**config.mk**
```make
export PLATFORM = sky130hd
export DESIGN_NAME = aes_dp_device_flat
export DESIGN_NICKNAME = d
export VERILOG_FILES = /design/src/aes_dp_pkg.sv /design/src/aes_dp_if.sv /design/src/aes_dp_device.sv /design/src/flat_wrapper.sv
export SDC_FILE = /design/constraint.sdc
export NUM_CORES = 1
export LEC_CHECK = 0
export BUFFER_PORTS_ARGS = -buffer_cell sky130_fd_sc_hd__clkbuf_2
export CAP_MARGIN = 25
export CORE_MARGIN = 4
export CORE_UTILIZATION = 56
export CTS_CLUSTER_SIZE = 24
export DETAILED_ROUTE_END_ITERATION = 8
export PLACE_DENSITY = 0.87
export SLEW_MARGIN = 40
export SYNTH_ARGS = -nofsm -noshare
export SYNTH_HDL_FRONTEND = slang
export SYNTH_SLANG_ARGS = --single-unit
export TNS_END_PERCENT = 1
```
**constraint.sdc**
```tcl
create_clock -name core_clk -period 3.11 [get_ports core_clk]
set_clock_uncertainty 0.05 [all_clocks]
set_input_delay 0.311 -clock core_clk [delete_from_list [all_inputs] [get_ports core_clk]]
set_output_delay 0.311 -clock core_clk [all_outputs]
set_load 0.01 [all_outputs]
```
**src/aes_dp_pkg.sv**
```systemverilog
/*
 Shared constants: register offsets, fields, reset values, timing.
 Assumes byte-wide registers on an 8-bit address space.
*/
package aes_dp_pkg;
    // ************
    // device register offsets
    // ************
    localparam logic [7:0] ADDR_IRQ_STATUS = 8'hE0;
    localparam logic [7:0] ADDR_IRQ_MASK = 8'hE1;
    localparam logic [7:0] ADDR_BLOCK_CONFIG = 8'hE9;
    localparam logic [7:0] ADDR_DATA_PATH_CONFIG = 8'hEA;
    localparam logic [7:0] ADDR_BLOCK_INPUT = 8'hEB;
    localparam logic [7:0] ADDR_MIX_OPERAND_INPUT = 8'hEC;
    localparam logic [7:0] ADDR_KEY_BYTE_INPUT = 8'hED;
    localparam logic [7:0] ADDR_CIPHER_OUTPUT_BYTE = 8'hF5;
    // ************
    // field positions and reset values
    // ************
    localparam int MIX_EN_BIT = 0;
    localparam int OUT_SEL_LSB = 1;
    localparam int KEY_LEN_LSB = 0;
    localparam int DIR_BIT = 2;
    localparam int ENABLE_BIT = 3;
    localparam int BUSY_BIT = 4;
    localparam int DONE_BIT = 5;
    localparam logic [7:0] RESET_BYTE = 8'h00;
    localparam logic [1:0] OUT_RAW = 2'h0;
    localparam logic [1:0] OUT_MIXED = 2'h1;
    localparam logic [1:0] OUT_INV_KEY = 2'h2;
    // ************
    // block sizes and operation times in clocks
    // ************
    localparam logic [4:0] BLOCK_BYTES = 5'h10;
    localparam logic [5:0] KEY_BYTES_128 = 6'h10;
    localparam logic [5:0] KEY_BYTES_192 = 6'h18;
    localparam logic [5:0] KEY_BYTES_256 = 6'h20;
    localparam logic [8:0] OP_CLOCKS_128 = 9'd218;
    localparam logic [8:0] OP_CLOCKS_192 = 9'd274;
    localparam logic [8:0] OP_CLOCKS_256 = 9'd298;
    // ************
    // host register offsets and command bits
    // ************
    localparam logic [3:0] HADDR_BIN_STAGE = 4'h0;
    localparam logic [3:0] HADDR_XIN_STAGE = 4'h1;
    localparam logic [3:0] HADDR_KIN_STAGE = 4'h2;
    localparam logic [3:0] HADDR_RAW_ADDR = 4'h3;
    localparam logic [3:0] HADDR_RAW_DATA = 4'h4;
    localparam logic [3:0] HADDR_COMMAND = 4'h5;
    localparam logic [3:0] HADDR_STATUS = 4'h6;
    localparam logic [3:0] HADDR_MASK = 4'h7;
    localparam logic [3:0] HADDR_FETCHED = 4'h8;
    localparam int CMD_PUSH = 0;
    localparam int CMD_FETCH = 1;
    localparam int CMD_FETCH_MIX = 2;
    localparam int CMD_RAW_WRITE = 3;
    localparam int CMD_RAW_READ = 4;
endpackage

```
**src/aes_dp_if.sv**
```systemverilog
/*
 Register bus joining the byte source (firmware or DMA) to the device.
 Assumes one clock; read data stand the cycle after the read strobe.
*/
`timescale 1ns/100ps
`default_nettype none
interface aes_dp_if;
    logic [7:0] regAddr;
    logic [7:0] regWdata;
    logic regWr;
    logic regRd;
    logic [7:0] regRdata;
    modport dev (input regAddr, input regWdata, input regWr, input regRd,
        output regRdata);
    modport src (output regAddr, output regWdata, output regWr,
        output regRd, input regRdata);
endinterface
`default_nettype wire

```
**src/aes_dp_device.sv**
```systemverilog
/*
 Device end: config, block, operand and key byte registers, byte
 sequencing, operation timer, output selection, completion interrupt.
 No cipher rounds: a stand-in result (input byte xor key byte) keeps
 the output path alive.
 Assumes the byte source keeps to the write order below.
*/
//
// Contract
// bits 2:1 choose output byte source
// 00 raw, 01 xor operand, 10 inverse key
// mix enabled feeds input xor operand
// mix disabled passes block input unchanged
// encryption plaintext comes through block input
// decryption ciphertext comes through block input
// key inversion loads key via block input; code takes the inverse-key output from bytes loaded via key byte input
// DMA writes accepted as ordinary register loads
// firmware writes block, operand, key in order
// block and operand read back last written
// operand serves input and output xor paths
// done set at finish, software clears
// enable starts, clearing resets whole unit; code clears only byte indices, busy and timer
// operation takes 218, 274 or 298 clocks
// write operand before each mixed output read
// config bits 7:3 read zero, ignore writes
// key bytes collected in order by size
`timescale 1ns/100ps
`default_nettype none
module aes_dp_device
    import aes_dp_pkg::*;
(
    // clock and reset
    input wire logic core_clk,
    input wire logic rstn,
    // register bus
    aes_dp_if.dev bus,
    // user side
    output logic irq,
    output logic busy
);
    // ************
    // state
    // ************
    logic [1:0] output_source_select_ff;
    logic mixEn_ff;
    logic [7:0] blockIn_ff;
    logic [7:0] mixIn_ff;
    logic [7:0] keyIn_ff;
    logic [1:0] keyLen_ff;
    logic dir_ff;
    logic enable_ff;
    logic busy_ff;
    logic done_ff;
    logic irqStat_ff;
    logic irqMask_ff;
    logic irq_ff;
    logic [4:0] inIdx_ff;
    logic [5:0] keyIdx_ff;
    logic [3:0] outIdx_ff;
    logic [8:0] cnt_ff;
    logic [7:0] rdata_ff;
    logic [7:0] blockMem [16];
    logic [7:0] keyMem [32];

    // ************
    // decode
    // ************
    wire logic wrStatus = bus.regWr && bus.regAddr == ADDR_IRQ_STATUS;
    wire logic wrMask = bus.regWr && bus.regAddr == ADDR_IRQ_MASK;
    wire logic wrBcfg = bus.regWr && bus.regAddr == ADDR_BLOCK_CONFIG;
    wire logic wrDcfg = bus.regWr && bus.regAddr == ADDR_DATA_PATH_CONFIG;
    wire logic wrBin = bus.regWr && bus.regAddr == ADDR_BLOCK_INPUT;
    wire logic wrXin = bus.regWr && bus.regAddr == ADDR_MIX_OPERAND_INPUT;
    wire logic wrKin = bus.regWr && bus.regAddr == ADDR_KEY_BYTE_INPUT;
    wire logic rdOut = bus.regRd && bus.regAddr == ADDR_CIPHER_OUTPUT_BYTE;
    wire logic unitOff = wrBcfg && !bus.regWdata[ENABLE_BIT];
    wire logic [5:0] keyLen = (keyLen_ff == 2'h1) ? KEY_BYTES_192 :
        (keyLen_ff == 2'h2) ? KEY_BYTES_256 : KEY_BYTES_128;
    wire logic [8:0] opClocks = (keyLen_ff == 2'h1) ? OP_CLOCKS_192 :
        (keyLen_ff == 2'h2) ? OP_CLOCKS_256 : OP_CLOCKS_128;
    // core input byte, taken when the key byte closes a group
    wire logic [7:0] coreIn = mixEn_ff ? (blockIn_ff ^ mixIn_ff)
        : blockIn_ff;
    wire logic takeGroup = wrKin && !busy_ff && inIdx_ff < BLOCK_BYTES;
    wire logic takeKey = wrKin && !busy_ff && keyIdx_ff < keyLen;
    wire logic start = enable_ff && !busy_ff && inIdx_ff == BLOCK_BYTES
        && keyIdx_ff == keyLen;
    wire logic finish = busy_ff && cnt_ff == 9'd1;
    wire logic [7:0] resultByte = blockMem[outIdx_ff] ^ keyMem[outIdx_ff];
    wire logic [7:0] outByte = (output_source_select_ff == OUT_RAW) ? resultByte :
        (output_source_select_ff == OUT_MIXED) ? (resultByte ^ mixIn_ff) :
        (output_source_select_ff == OUT_INV_KEY) ? keyMem[outIdx_ff] : RESET_BYTE;
    wire logic [7:0] bcfgRead = {2'h0, done_ff, busy_ff, enable_ff, dir_ff,
        keyLen_ff};
    wire logic [7:0] dcfgRead = {5'h00, output_source_select_ff, mixEn_ff};
    wire logic [7:0] readByte =
        (bus.regAddr == ADDR_IRQ_STATUS) ? {7'h00, irqStat_ff} :
        (bus.regAddr == ADDR_IRQ_MASK) ? {7'h00, irqMask_ff} :
        (bus.regAddr == ADDR_BLOCK_CONFIG) ? bcfgRead :
        (bus.regAddr == ADDR_DATA_PATH_CONFIG) ? dcfgRead :
        (bus.regAddr == ADDR_BLOCK_INPUT) ? blockIn_ff :
        (bus.regAddr == ADDR_MIX_OPERAND_INPUT) ? mixIn_ff :
        (bus.regAddr == ADDR_KEY_BYTE_INPUT) ? keyIn_ff :
        (bus.regAddr == ADDR_CIPHER_OUTPUT_BYTE) ? outByte : RESET_BYTE;

    assign bus.regRdata = rdata_ff;
    assign irq = irq_ff;
    assign busy = busy_ff;

    // ************
    // configuration and byte registers
    // ************
    always_ff @(posedge core_clk or negedge rstn) begin
        if (!rstn) begin
            output_source_select_ff <= 2'h0;
            mixEn_ff <= 1'b0;
            blockIn_ff <= RESET_BYTE;
            mixIn_ff <= RESET_BYTE;
            keyIn_ff <= RESET_BYTE;
            keyLen_ff <= 2'h0;
            dir_ff <= 1'b0;
            enable_ff <= 1'b0;
        end else begin
            if (wrDcfg) begin
                output_source_select_ff <= bus.regWdata[OUT_SEL_LSB +: 2];
                mixEn_ff <= bus.regWdata[MIX_EN_BIT];
            end
            // DMA and firmware loads look alike here
            if (wrBin) begin
                blockIn_ff <= bus.regWdata;
            end
            if (wrXin) begin
                mixIn_ff <= bus.regWdata;
            end
            if (wrKin) begin
                keyIn_ff <= bus.regWdata;
            end
            if (wrBcfg) begin
                keyLen_ff <= bus.regWdata[KEY_LEN_LSB +: 2];
                dir_ff <= bus.regWdata[DIR_BIT];
                enable_ff <= bus.regWdata[ENABLE_BIT];
            end
        end
    end

    // ************
    // sequencing, timer and flags
    // ************
    always_ff @(posedge core_clk or negedge rstn) begin
        if (!rstn) begin
            inIdx_ff <= 5'h00;
            keyIdx_ff <= 6'h00;
            outIdx_ff <= 4'h0;
            busy_ff <= 1'b0;
            cnt_ff <= 9'h000;
        end else if (unitOff) begin
            inIdx_ff <= 5'h00;
            keyIdx_ff <= 6'h00;
            outIdx_ff <= 4'h0;
            busy_ff <= 1'b0;
            cnt_ff <= 9'h000;
        end else begin
            if (takeGroup) begin
                inIdx_ff <= inIdx_ff + 5'h01;
            end
            if (takeKey) begin
                keyIdx_ff <= keyIdx_ff + 6'h01;
            end
            if (start) begin
                busy_ff <= 1'b1;
                cnt_ff <= opClocks;
                outIdx_ff <= 4'h0;
            end else if (finish) begin
                busy_ff <= 1'b0;
                cnt_ff <= 9'h000;
                inIdx_ff <= 5'h00;
                keyIdx_ff <= 6'h00;
            end else if (busy_ff) begin
                cnt_ff <= cnt_ff - 9'h001;
            end
            if (rdOut && !busy_ff) begin
                outIdx_ff <= outIdx_ff + 4'h1;
            end
        end
    end

    always_ff @(posedge core_clk) begin
        if (takeGroup) begin
            blockMem[inIdx_ff[3:0]] <= coreIn;
        end
        if (takeKey) begin
            keyMem[keyIdx_ff[4:0]] <= bus.regWdata;
        end
    end

    // set wins over every clear
    always_ff @(posedge core_clk or negedge rstn) begin
        if (!rstn) begin
            done_ff <= 1'b0;
            irqStat_ff <= 1'b0;
            irqMask_ff <= 1'b0;
            irq_ff <= 1'b0;
            rdata_ff <= RESET_BYTE;
        end else begin
            if (finish) begin
                done_ff <= 1'b1;
            end else if (wrBcfg) begin
                done_ff <= bus.regWdata[DONE_BIT];
            end
            if (finish) begin
                irqStat_ff <= 1'b1;
            end else if (wrStatus && bus.regWdata[0]) begin
                irqStat_ff <= 1'b0;
            end
            if (wrMask) begin
                irqMask_ff <= bus.regWdata[0];
            end
            irq_ff <= (irqStat_ff || finish) && irqMask_ff;
            if (bus.regRd) begin
                rdata_ff <= readByte;
            end
        end
    end
endmodule
`default_nettype wire

```
**src/flat_wrapper.sv**
```systemverilog
// flat-port wrapper written by rule: the top's interface ports become plain ports
module aes_dp_device_flat import aes_dp_pkg::*;
  (core_clk, rstn, irq, busy, bus_regAddr, bus_regWdata, bus_regWr, bus_regRd, bus_regRdata);
  aes_dp_if bus_i ();
  input wire logic core_clk;
  input wire logic rstn;
  output logic irq;
  output logic busy;
  input wire logic [$bits(bus_i.regAddr)-1:0] bus_regAddr;
  input wire logic [$bits(bus_i.regWdata)-1:0] bus_regWdata;
  input wire logic [$bits(bus_i.regWr)-1:0] bus_regWr;
  input wire logic [$bits(bus_i.regRd)-1:0] bus_regRd;
  output wire logic [$bits(bus_i.regRdata)-1:0] bus_regRdata;
  assign bus_i.regAddr = bus_regAddr;
  assign bus_i.regWdata = bus_regWdata;
  assign bus_i.regWr = bus_regWr;
  assign bus_i.regRd = bus_regRd;
  assign bus_regRdata = bus_i.regRdata;
  aes_dp_device u_core (.core_clk(core_clk), .rstn(rstn), .bus(bus_i), .irq(irq), .busy(busy));
endmodule
```
Yosys cells after proc, flatten, opt, wreduce, memory -nomap -nowiden
Memories as Yosys holds them, arrays and structs flattened.
Cells that the tools add are included.
- output and inout bits: 10
- bits in writable memories: 384
- register bits: 68
- bits of input ports: 20
- memories: 2
- logic and storage cells: 114
- bitwise logic cells: 3
- add/subtract/negate cells: 4
- equal/unequal tests: 15
- reductions and logical operators: 28
- $lt $le $gt $ge: 2
- multiplexer cells: 42
- memory list (name ; depth ; width ; read ports ; clocked after memory_dff ; wr ports ; RTL line ; text):
    u_core.keyMem ; 32 ; 8 ; 1 ; 0 ; 1 ; aes_dp_device.sv:63 ; logic [7:0] keyMem [32];
    u_core.blockMem ; 16 ; 8 ; 1 ; 0 ; 1 ; aes_dp_device.sv:62 ; logic [7:0] blockMem [16];
- operators by type and width (operator ; count):
    two-way mux 8 bit ; 12
    equality test 8 bit (second input constant) ; 8
    two-way mux 9 bit ; 6
    two-way mux 6 bit ; 6
    bitwise XOR 8 bit ; 3
    two-way mux 5 bit ; 4
    logical AND 1 bit ; 19
    two-way mux 4 bit ; 3
    two-way mux 1 bit ; 11
    equality test 9 x 1 -> 1 bit (second input constant) ; 1
    subtractor 9 x 1 -> 9 bit (second input constant) ; 1
    adder 6 x 1 -> 6 bit (second input constant) ; 1
    equality test 6 bit ; 1
    less-than comparator 6 bit ; 1
    nonzero test 3 bit ; 2
    adder 5 x 1 -> 5 bit (second input constant) ; 1
    equality test 5 bit (second input constant) ; 1
    less-than comparator 5 bit (second input constant) ; 1
    adder 4 x 1 -> 4 bit (second input constant) ; 1
    equality test 2 x 1 -> 1 bit (second input constant) ; 2
    equality test 2 bit (second input constant) ; 2
    nonzero test 2 bit ; 2
    nonzero test 4 bit ; 1
    logical NOT 1 bit ; 2
    other kinds (2) ; 2

Longest topological paths before layout
Gate-level depths: netlist of the first run.
An unclocked memory read counts as a cell.
- depth in word-level cells: 13
- depth in mapped cells: 12
- gate-level depth less buffers: 11

Worst setup path before layout of the first run
Ideal clock, no wire load.
- kind: reg-to-reg
- start: register u_core.keyLen_ff[0]
- end: memory u_core.keyMem[0][0], enable pin
- buffers on the path: 1
- stages on the path, launching flop included: 10
- slack: -51 ps
- data required time: 2665 ps
- arrival time: 2716 ps
- library setup time: 395 ps
- path through: dfrtp_1 -> inv_1 -> ha_1 -> ha_1 -> nor2b_1 -> o21ai_0 -> nor4b_2 -> nand2b_1 -> clkbuf_1 -> nor4_1
- cells in the longest elaborated chain, start to end: 7
- elaborated cells on any way between the ends: 8
- ends and longest elaborated chain (element ; RTL line ; text):
    start, declared ; aes_dp_device.sv:49 ; logic [1:0] keyLen_ff;
    start signal, assigned ; aes_dp_device.sv:139 ; keyLen_ff <= bus.regWdata[KEY_LEN_LSB +: 2];
    equality test 2 bit ; aes_dp_device.sv:78 ; (keyLen_ff == 2'h2) ? KEY_BYTES_256 : KEY_BYTES_128;
    two-way mux 6 bit ; aes_dp_device.sv:78 ;
    two-way mux 6 bit * ; aes_dp_device.sv:77 ; wire logic [5:0] keyLen = (keyLen_ff == 2'h1) ? KEY_BYTES_192 :
    less-than comparator 6 bit * ; aes_dp_device.sv:85 ; wire logic takeKey = wrKin && !busy_ff && keyIdx_ff < keyLen;
    logical AND 1 bit * ; aes_dp_device.sv:85 ;
    two-way mux 1 bit * ; aes_dp_device.sv:191 ; if (takeKey) begin
    two-way mux 1 bit (not written as such) * ; aes_dp_device.sv:192 ; keyMem[keyIdx_ff[4:0]] <= bus.regWdata;
    end, declared ; aes_dp_device.sv:63 ;
Mark *: on every way between the ends. The rest lies on a longest branch, timed or not.

Final worst setup path of the first run
- start: register u_core.outIdx_ff[3]
- end: register u_core.rdata_ff[2], in the netlist u_core.bus.regRdata[2]
- cells in the longest elaborated chain, start to end: 13
- elaborated cells on any way between the ends: 15
- ends and longest elaborated chain (element ; RTL line ; text):
    start, declared ; aes_dp_device.sv:59 ; logic [3:0] outIdx_ff;
    start signal, assigned ; aes_dp_device.sv:182 ; outIdx_ff <= outIdx_ff + 4'h1;
    memory (32 x 8 bit) or memory (16 x 8 bit) (tied branches) ; n/a ;
    bitwise XOR 8 bit ; aes_dp_device.sv:89 ; wire logic [7:0] resultByte = blockMem[outIdx_ff] ^ keyMem[outIdx_ff];
    bitwise XOR 8 bit ; aes_dp_device.sv:91 ; (output_source_select_ff == OUT_MIXED) ? (resultByte ^ mixIn_ff) :
    two-way mux 8 bit ; aes_dp_device.sv:91 ;
    two-way mux 8 bit * ; aes_dp_device.sv:90 ; wire logic [7:0] outByte = (output_source_select_ff == OUT_RAW) ? resultByte :
    two-way mux 8 bit * ; aes_dp_device.sv:104 ; (bus.regAddr == ADDR_CIPHER_OUTPUT_BYTE) ? outByte : RESET_BYTE;
    two-way mux 8 bit * ; aes_dp_device.sv:103 ; (bus.regAddr == ADDR_KEY_BYTE_INPUT) ? keyIn_ff :
    two-way mux 8 bit * ; aes_dp_device.sv:102 ; (bus.regAddr == ADDR_MIX_OPERAND_INPUT) ? mixIn_ff :
    two-way mux 8 bit * ; aes_dp_device.sv:101 ; (bus.regAddr == ADDR_BLOCK_INPUT) ? blockIn_ff :
    two-way mux 8 bit * ; aes_dp_device.sv:100 ; (bus.regAddr == ADDR_DATA_PATH_CONFIG) ? dcfgRead :
    two-way mux 8 bit * ; aes_dp_device.sv:99 ; (bus.regAddr == ADDR_BLOCK_CONFIG) ? bcfgRead :
    two-way mux 8 bit * ; aes_dp_device.sv:98 ; (bus.regAddr == ADDR_IRQ_MASK) ? {7'h00, irqMask_ff} :
    two-way mux 8 bit * ; aes_dp_device.sv:97 ; (bus.regAddr == ADDR_IRQ_STATUS) ? {7'h00, irqStat_ff} :
    end signal, assigned ; aes_dp_device.sv:220 ; rdata_ff <= readByte;
    end, declared ; aes_dp_device.sv:61 ; logic [7:0] rdata_ff;
Marks and branches as above.
A chain may end at the register's enable or synchronous reset.

==> impl_metrics.json, run 1 <==
{
  "min_path_type": "in2reg",
  "rows": 58,
  "fp.dieH_um": 167.7,
  "grt_overflow_total": 0,
  "fin_nets": 1068,
  "ys.warnings.count": 0,
  "slew_violations": 0,
  "grt_pass1_vias": 8868,
  "power.density_nw_per_um2": 562.3,
  "synth_area_sq_um": 14280,
  "drt-initial-drc-count": 1053,
  "irDropWorstVdd_v": 0.0005050,
  "wire_per_inst_um": 25.19,
  "numPortBuffers": 29,
  "ios": 30,
  "clkTransAtPathRegs_ns": 0.06,
  "wl_met2_mm": 17.12,
  "wl_met3_mm": 3.239,
  "antenna_found_initial": 0,
  "topRoutingLayerUsed": "met4",
  "run_status": "completed",
  "leakagePower_nw": 5.805,
  "antenna_cells": 0,
  "synthMuxAreaShare_pct": 13.13,
  "clock_path_buffers": 3,
  "synth-seq-cells": 324,
  "finalSetupViolCount": 0,
  "async_reset_ff_share_pct": 20.99,
  "grt_max_degree": 39,
  "worstSkewPairLatency_ns": 0.55,
  "synth_edf_count": 256,
  "wl_met1_mm": 13.23,
  "htreeDepth": 1,
  "synth_compound_area_share_pct": 7.651,
  "dr.pass1.iters": 5,
  "fmax_ghz": 0.3319,
  "start_util_pct": 56.86,
  "cts_setup_buffers": 0,
  "synth_top_family_by_area": "multiplexers",
  "synth-seq-area-share_pct": 65.76,
  "slew_headroom_pct": 43.90,
  "numCtsBuffers": 31,
  "routed_wl_mm": 34.92,
  "grt_usage_pct": 24.46,
  "synth-xor-area-share_pct": 1.472,
  "place_inst": 1328,
  "via_per_inst": 6.571,
  "vias": 9108,
  "cp.arrival_ns": 3.39,
  "final_cells": 1386,
  "die_x_um": 167.7,
  "synthCells": 941,
  "synth_ff_type": "edfxtp_1",
  "fin_crit_sh_pct": 96.88,
  "yosys.area_share.simple_pct": 7.931,
  "cap_violations": 0,
  "synthAdderAreaFrac_pct": 1.402,
  "dp.final_hpwl_mm": 23.31,
  "hold_viol_final": 0,
  "drive_gt1_share_pct": 23.11,
  "place.gp.congestion": 0.9648,
  "critPathLaunchType": "flop",
  "endpoint_kind": "flop",
  "worst_slew_pin_slew_ns": 0.8373,
  "critical_path_class": "reg2reg",
  "antenna_left": 0,
  "n_fill_cell": 1709,
  "grt_first_pass_wirelength_mm": 52.75,
  "root_buffer": "clkbuf_16",
  "cp_max_fo": 12,
  "area_growth_pct": 13.70,
  "cts_sinks": 324,
  "drc": 0,
  "final_util_pct": 64.65,
  "rsz0062_at_grt": "true",
  "cts_tree": "built",
  "synth_nets": 977,
  "coreArea_sq_um": 25110,
  "critPathRequiredTime_ns": 3.49,
  "ys_types": 72,
  "synth.avg_cell_area_sq_um": 15.17,
  "fin_crit_ns": 3.013,
  "die_area_sq_um": 28110
}
-- path summary, 6_finish.rpt --
check | startpoint | to | slack [ns] | cells past startpoint
worst max-delay path | u_core.outIdx_ff[3]$_DFFE_PN0P_ | u_core.bus.regRdata[2]$_DFFE_PN0P_ | 0.1 | 7
worst min-delay path | bus_regRd | u_core.bus.regRdata[2]$_DFFE_PN0P_ | 0.12 | 3
worst max register to register | u_core.outIdx_ff[3]$_DFFE_PN0P_ | u_core.bus.regRdata[2]$_DFFE_PN0P_ | 0.1 | 7
worst min register to register | u_core.keyIn_ff[5]$_DFFE_PN0P_ | u_core.keyIn_ff[5]$_DFFE_PN0P_ | 0.46 | 1
max in group asynchronous | rstn | u_core.output_source_select_ff[1]$_DFFE_PN0P_ | 2.02 | 3
min in group asynchronous | rstn | u_core.keyIdx_ff[5]$_DFF_PN0_ | 0.31 | 2
-- kinds of logic (layout without fill, tap and decap cells) --
group / Yosys count / count (layout)
simple gates: 228 / 228
xor+xnor: 24 / 24
buf+inv: 73 / 188
flops: 324 / 324
compound gates: 151 / 151
fa+ha+maj: 16 / 16
mux: 125 / 125
-- layout by cell type (no fill, tap or decap), types with 5 or more instances in the layout --
cell,Yosys,routed
edfxtp_1,256,256
buf_4,2,74
dfrtp_1,68,65
nor2_1,57,56
nand2_1,55,55
mux2i_1,47,47
mux4_2,40,40
o21ai_0,31,31
mux2_2,31,31
clkbuf_16,0,31
nor3_1,28,28
clkbuf_2,0,28
a221oi_1,25,25
inv_1,23,23
a21oi_1,23,23
ha_1,16,16
nand3_1,15,15
a22oi_1,13,13
xnor2_1,14,12
nor2b_1,10,10
xor2_1,10,10
or3_1,10,9
nand4_1,9,9
clkbuf_1,26,9
a22o_1,8,8
nand2b_1,6,6
clkinv_1,1,6
or4_1,5,5
mux4_1,5,5
-- repair_timing --
action | CTS | global route
hold buffers | 1 | 0
setup endpoints to repair | 0 | 64
gates resized for setup | 0 | 6
hold endpoints to repair | 30 | 0
-- area by class of cell --
class	count	area (sq um)	area share [%]
repair buffers	107	770.7	4.748
well taps	330	412.9	2.544
clock buffers	44	864.6	5.326
flip-flops and latches	324	9395	57.88
inverters	24	90.09	0.5550
multi-input cells	544	4563	28.11
clock inverters	13	136.4	0.8401
-- state kept, by name (all words and copies together) (netlist names), 2 cells and up --
name                            count
u_core.keyMem                     128
u_core.inIdx_ff                     5
u_core.cnt_ff                       9
u_core.blockIn_ff                   8
u_core.mixIn_ff                     8
u_core.blockMem                   128
u_core.outIdx_ff                    4
u_core.bus.regRdata                 8
u_core.keyIn_ff                     8
u_core.keyIdx_ff                    6
u_core.keyLen_ff                    2
u_core.output_source_select_ff      2
-- power breakdown --
part | switching [W] | internal, W
logic | 0.000328 | 0.000231
registers | 0.000102 | 0.00477
clock network | 0.00153 | 0.00217
-- Yosys cell counts (6+ instances only) --
cell type	n	area [sq um]
inv_1	23	86.33
or3_1	10	62.56
edfxtp_1	256	7687
and2_1	7	43.79
nor2_1	57	214.0
buf_6	6	67.56
buf_2	7	35.03
nand3_1	15	75.07
a21oi_1	23	115.1
nor4_1	7	43.79
dfrtp_1	68	1702
nand2_1	55	206.5
a22o_1	8	70.07
nor3_1	28	140.1
ha_1	16	200.2
nor2b_1	10	62.56
nand4_1	9	56.30
o21ai_0	31	155.2
xnor2_1	14	122.6
mux2i_1	47	470.5
clkbuf_1	26	97.59
mux4_2	40	900.9
xor2_1	10	87.58
nand2b_1	6	37.54
a221oi_1	25	219.0
mux2_2	31	349.1
a22oi_1	13	97.59
-- per-stage QoR --
| stage | total power (W) | hold WS [ns] | worst slack [ns] | TNS [ns] | cell area, sq um |
|---|---|---|---|---|---|
| after floorplan | 0.005291 | -0.03459 | -0.05053 | -1.617 | 14280 |
| after global placement | 0.005472 | 0.3635 | 0.2964 | 0 | 15190 |
| after detailed placement | 0.005506 | 0.3630 | 0.1812 | 0 | 15200 |
| after CTS | 0.009156 | 0.09470 | 0.1281 | 0 | 16210 |
| after global routing | 0.009432 | 0.1314 | -0.01493 | -0.2608 | 16230 |
| final | 0.009129 | 0.1222 | 0.09715 | 0 | 16230 |
-- critical path, cell delays in order, from the launching register on --
cell and delay [ns]:
dfrtp_1 0.71, inv_1 0.39, a221oi_1 0.65, o21ai_0 0.29
nand2_1 0.18, xor2_1 0.18, o311ai_1 0.12, a221o_1 0.31
-- per-layer routing --
layer / track usage, % / vias to the layer above
li1: - / 3870
met1: 33.07 / 4580
met2: 40.24 / 562
met3: 4.533 / 96
met4: 8.927 / 0
met5: 0 / -
Note: power is estimated with default switching activity, not from simulation.
==> run 2, diff against run 1 <==
==> constraint.sdc (replaced) <==
create_clock -name core_clk -period 2.45 [get_ports core_clk]
set_clock_uncertainty 0.05 [all_clocks]
set_input_delay 0.245 -clock core_clk [delete_from_list [all_inputs] [get_ports core_clk]]
set_output_delay 0.245 -clock core_clk [all_outputs]
set_load 0.01 [all_outputs]
==> run 2 against run 1 <==
Net effect: critical path depth is 1 lower; maximum frequency increased by 12%; via count increased by 3.6%; combinational power increased by 34%; utilization grew 4.2 points; largest cell class unchanged; critical path type unchanged; cell area grew 6.5%; die area is the same; flip-flop and latch count unchanged; the run now ends with setup timing left.
==> impl_metrics.json, run 2 (synthesized netlist as in run 1, its figures left out) <==
{
  "vias": 9433,
  "routed_wl_mm": 37.07,
  "run_status": "finished, violations left",
  "leakagePower_nw": 6.299,
  "path_buf_inv": 1,
  "critPathRequiredTime_ns": 2.79,
  "fin_crit_sh_pct": 109.8,
  "worstSkewPairLatency_ns": 0.52,
  "register_area_sq_um": 9394,
  "start_util_pct": 56.86,
  "irDropWorstVdd_v": 0.0008329,
  "drc": 0,
  "cp.arrival_ns": 3.03,
  "critical_path_class": "reg2reg",
  "final_util_pct": 68.87,
  "fin_nets": 1125,
  "slew_headroom_pct": 50.08,
  "dp.final_hpwl_mm": 23.63,
  "n_fill_cell": 1539,
  "layout_commonest_cell": "edfxtp_1",
  "cts_sinks": 324,
  "antenna_found_initial": 0,
  "crit_top_cell": "mux4_2",
  "critPathLaunchType": "flop",
  "final_cells": 1444,
  "numPortBuffers": 29,
  "antenna_left": 0,
  "fp.dieH_um": 167.7,
  "clkTransAtPathRegs_ns": 0.06,
  "wire_per_inst_um": 25.67,
  "finalSetupViolCount": 56,
  "grt_max_degree": 40,
  "hold_viol_final": 0,
  "power.density_nw_per_um2": 692.4,
  "min_path_type": "in2reg",
  "htreeDepth": 2,
  "grt_pass1_vias": 9338,
  "setup_ws_ns": -0.2398,
  "root_buffer": "clkbuf_16",
  "grt_first_pass_wirelength_mm": 55.48,
  "drive_gt1_share_pct": 32.14,
  "worst_slew_pin_slew_ns": 0.7452,
  "path_cells": "buf_12, mux4_2, mux4_2, xor2_2, o311ai_2, a221o_1",
  "die_x_um": 167.7,
  "slowest_stage": "mux4_2",
  "die_area_sq_um": 28110,
  "area_growth_pct": 21.12,
  "endpoint_kind": "flop",
  "cp_top_family": "multiplexers",
  "coreArea_sq_um": 25110,
  "antenna_cells": 0,
  "cap_violations": 0,
  "clock_path_buffers": 3,
  "cts_tree": "built",
  "rows": 58,
  "multi_input_area_sq_um": 4896,
  "grt_usage_pct": 25.68,
  "slew_violations": 0,
  "final_cell_mix": "edfxtp_1 (256), buf_4 (104), dfrtp_1 (66)",
  "via_per_inst": 6.533,
  "fin_crit_ns": 2.690,
  "place.gp.congestion": 0.9445,
  "numCtsBuffers": 34,
  "violations": "setup timing",
  "drt-initial-drc-count": 1340,
  "rsz0062_at_grt": "true",
  "cp_max_fo": 7,
  "dr.pass1.iters": 6,
  "fmax_ghz": 0.3718,
  "grt_overflow_total": 0,
  "ios": 30,
  "place_inst": 1371,
  "slowest_delay_ns": 0.62
}
[run 2: layout make-up]
cell class                 instances  area share, %
clock buffer                      49          5.774
inverter                          24         0.5209
sequential                       324          54.32
multi-input combinational        544          28.31
tap                              330          2.388
clock inverter                    12         0.5933
timing repair buffer             161          8.089
[run 2: worst reg2reg max path, stage by stage, from the launching register on]
cell	delay, ns
dfrtp_4	0.53
buf_12	0.17
mux4_2	0.51
mux4_2	0.62
xor2_2	0.26
o311ai_2	0.12
a221o_1	0.31
[run 2: final timing paths]
path	start	to	slack (ns)	cells after the start
worst max-delay path	u_core.outIdx_ff[0]$_DFFE_PN0P_	u_core.bus.regRdata[2]$_DFFE_PN0P_	-0.24	6
worst min-delay path	bus_regWr	u_core.irqStat_ff$_DFFE_PN0P_	0.09	4
worst max register to register	u_core.outIdx_ff[0]$_DFFE_PN0P_	u_core.bus.regRdata[2]$_DFFE_PN0P_	-0.24	6
worst min register to register	u_core.keyIn_ff[2]$_DFFE_PN0P_	u_core.keyIn_ff[2]$_DFFE_PN0P_	0.47	1
max in group asynchronous	rstn	u_core.cnt_ff[6]$_DFFE_PN0P_	1.66	3
min in group asynchronous	rstn	u_core.done_ff$_DFFE_PN0P_	0.13	2
[run 2: per-layer routing]
metal	share of wire, %	wire length [um]	track usage, %
met5	0	0	0
met4	3.5	1301	7.657
met3	9.5	3516	3.966
met2	50	18580	42.90
met1	37	13670	35.46
[run 2: power by group]
group | internal (W) | switching, W
Combinational | 0.000327 | 0.000426
Sequential | 0.00606 | 0.000135
Clock | 0.00295 | 0.00208
[run 2: repair_timing]
action | in CTS | in global routing
endpoints found under the hold margin | 68 | 0
setup endpoints to repair | 90 | 134
setup buffers | 2 | 7
pin swaps | 11 | 19
gates resized for setup | 25 | 42
hold buffers | 1 | 0
gates cloned | 0 | 2
[run 2: metrics by stage]
step / setup TNS (ns) / instance area (sq um) / total power (W) / setup slack, ns / hold slack (ns)
2_1_floorplan: -35.98 / 14410 / 0.006720 / -0.2594 / -0.1006
3_5_place_dp: -13.15 / 15770 / 0.007003 / -0.2606 / 0.1011
6_report: -4.372 / 17290 / 0.01197 / -0.2398 / 0.09362
5_1_grt: -13.02 / 17290 / 0.01235 / -0.2900 / 0.1386
3_3_place_gp: -5.160 / 15740 / 0.006966 / -0.1536 / 0.09451
4_1_cts: -2.672 / 17000 / 0.01195 / -0.2130 / 0.07424
==> run 3, diff against run 2 <==
--- a/config.mk
+++ b/config.mk
@@ -6,12 +6,12 @@
 export NUM_CORES = 1
 export LEC_CHECK = 0
 export BUFFER_PORTS_ARGS = -buffer_cell sky130_fd_sc_hd__clkbuf_2
-export CAP_MARGIN = 25
+export CAP_MARGIN = 20
 export CORE_MARGIN = 4
-export CORE_UTILIZATION = 56
+export CORE_UTILIZATION = 63
 export CTS_CLUSTER_SIZE = 24
 export DETAILED_ROUTE_END_ITERATION = 8
-export PLACE_DENSITY = 0.87
+export PLACE_DENSITY = 0.92
 export SLEW_MARGIN = 40
 export SYNTH_ARGS = -nofsm -noshare
 export SYNTH_HDL_FRONTEND = slang
==> constraint.sdc (replaced) <==
create_clock -name core_clk -period 2.7 [get_ports core_clk]
set_clock_uncertainty 0.05 [all_clocks]
set_input_delay 0.27 -clock core_clk [delete_from_list [all_inputs] [get_ports core_clk]]
set_output_delay 0.27 -clock core_clk [all_outputs]
set_load 0.01 [all_outputs]
==> run 3 against run 2 <==
Net effect: the run still ends with setup timing left; sequential power shrank 9.0%; largest power group unchanged; routed wire length increased by 6.0%; maximum frequency decreased by 4.3%; non-clock buffer count down 48; highest routed layer unchanged; sequential share of layout area is 2.4 points higher; critical path type unchanged; count of clock-buffer cells in the layout down 1; first-iteration DRC count is 24% higher; utilization is 6.4 points higher; total power down 13%; cell count fell by 7.0%; critical endpoint is now u_core.bus.regRdata[6]$_DFFE_PN0P_; hold slack better by 0.019 ns.
==> impl_metrics.json, run 3 (synthesized netlist as in run 1, its figures left out) <==
{
  "rsz0062_at_grt": "true",
  "fin_crit_sh_pct": 104.1,
  "grt_overflow_total": 0,
  "place_inst": 1278,
  "power.density_nw_per_um2": 628.9,
  "area_growth_pct": 16.09,
  "cp.arrival_ns": 3.23,
  "power_w": 0.01042,
  "start_util_pct": 64.82,
  "final_area_sq_um": 16570,
  "final_cells": 1343,
  "placed_cell_area_sq_um": 15310,
  "setup_ws_ns": -0.1097,
  "vias": 9910,
  "routed_wl_mm": 39.30,
  "layout_commonest_cell": "edfxtp_1",
  "htreeDepth": 1,
  "irDropWorstVdd_v": 0.0005911,
  "fp.dieH_um": 158.5,
  "grt_max_degree": 37,
  "run_status": "finished, violations left",
  "via_per_inst": 7.379,
  "slew_violations": 0,
  "cp_max_fo": 18,
  "worst_slew_pin_slew_ns": 0.8805,
  "dr.pass1.iters": 8,
  "drive_gt1_share_pct": 27.28,
  "grt_first_pass_wirelength_mm": 57.21,
  "cap_violations": 0,
  "numCtsBuffers": 31,
  "ios": 30,
  "finalSetupTns_ns": -0.7307,
  "antenna_cells": 0,
  "antenna_found_initial": 0,
  "hold_viol_final": 0,
  "fmax_ghz": 0.3559,
  "grt_usage_pct": 30.25,
  "finalSetupViolCount": 16,
  "fin_nets": 1074,
  "die_x_um": 158.5,
  "min_path_type": "in2reg",
  "clkTransAtPathRegs_ns": 0.07,
  "fin_crit_ns": 2.810,
  "critical_path_class": "reg2reg",
  "root_buffer": "clkbuf_16",
  "rows": 54,
  "worstSkewPairLatency_ns": 0.56,
  "antenna_left": 0,
  "dp.final_hpwl_mm": 23.13,
  "numPortBuffers": 29,
  "drt-initial-drc-count": 1664,
  "wire_per_inst_um": 29.26,
  "slew_headroom_pct": 41.30,
  "grt_pass1_vias": 9580,
  "leakagePower_nw": 5.965,
  "final_cell_mix": "edfxtp_1 (256), buf_4 (70), dfrtp_1 (66)",
  "coreArea_sq_um": 22030,
  "cts_sinks": 324,
  "clock_path_buffers": 3,
  "endpoint_kind": "flop",
  "violations": "setup timing",
  "critPathLaunchType": "flop",
  "critPathRequiredTime_ns": 3.12,
  "holdWs_ns": 0.1125,
  "place.gp.congestion": 0.9319,
  "drc": 0,
  "cts_tree": "built",
  "die_area_sq_um": 25130
}
[run 3: changes by cell type in the layout (fill, tap and decap cells not counted), sizes merged]
| cell | before | now |
|---|---|---|
| bufinv | 1 | 0 |
| clkbuf | 79 | 77 |
| clkinv | 12 | 9 |
| inv | 23 | 25 |
| buf | 130 | 83 |
[run 3: what timing repair did]
item,in CTS,in global routing
buffers inserted,0,5
gates cloned,0,1
resized for setup,7,42
setup endpoints to repair,65,127
hold buffers,1,0
pin swaps,0,11
endpoints found under the hold margin,24,0
[run 3: layout make-up]
| cell class | count | area [sq um] |
|---|---|---|
| sequential | 324 | 9394 |
| fill | 1144 | 5451 |
| multi-input combinational | 544 | 4842 |
| timing repair buffer | 113 | 935.9 |
| clock buffer | 48 | 899.6 |
| tap | 280 | 350.3 |
| inverter | 24 | 92.59 |
| clock inverter | 10 | 60.06 |
[run 3: path summary, 6_finish.rpt]
| kind | to | start | cells past startpoint | slack, ns |
|---|---|---|---|---|
| max | u_core.bus.regRdata[6]$_DFFE_PN0P_ | u_core.outIdx_ff[0]$_DFFE_PN0P_ | 8 | -0.11 |
| min | u_core.keyMem[11][3]$_DFFE_PP_ | bus_regWdata[3] | 1 | 0.11 |
| max reg2reg | u_core.bus.regRdata[6]$_DFFE_PN0P_ | u_core.outIdx_ff[0]$_DFFE_PN0P_ | 8 | -0.11 |
| min reg2reg | u_core.keyIn_ff[1]$_DFFE_PN0P_ | u_core.keyIn_ff[1]$_DFFE_PN0P_ | 1 | 0.47 |
| max in group asynchronous | u_core.cnt_ff[0]$_DFFE_PN0P_ | rstn | 3 | 1.72 |
| min in group asynchronous | u_core.mixIn_ff[4]$_DFFE_PN0P_ | rstn | 2 | 0.26 |
[run 3: metrics by stage]
stage / setup slack, ns / util, %
5_1_grt: -0.1394 / 75.25
3_5_place_dp: -0.1325 / 69.50
3_3_place_gp: 0.05701 / 69.23
2_1_floorplan: -0.1777 / -
6_report: -0.1097 / 75.25
4_1_cts: -0.1172 / 74.03
[run 3: power by group]
part	switching, W	internal [W]	total [W]
sequential	0.000139	0.00549	0.00563
clock	0.00184	0.00229	0.00413
combinational	0.000383	0.000277	0.000660
[run 3: per-layer routing]
| layer | up-vias | GRT usage [%] | part of all wire (%) |
|---|---|---|---|
| met4 | 0 | 15.48 | 6.7 |
| met1 | 4800 | 40.63 | 34 |
| met5 | - | 0 | 0 |
| met2 | 952 | 47.09 | 47 |
| met3 | 263 | 6.850 | 12 |
| li1 | 3895 | - | - |
[run 3: critical path, stage by stage, from the launching register on]
cell and delay (ns):
dfrtp_4 0.55, buf_12 0.22, mux4_2 0.55, a22oi_2 0.26
buf_4 0.18, a21oi_1 0.08, o41ai_2 0.45, a22oi_1 0.20
o21ai_1 0.16
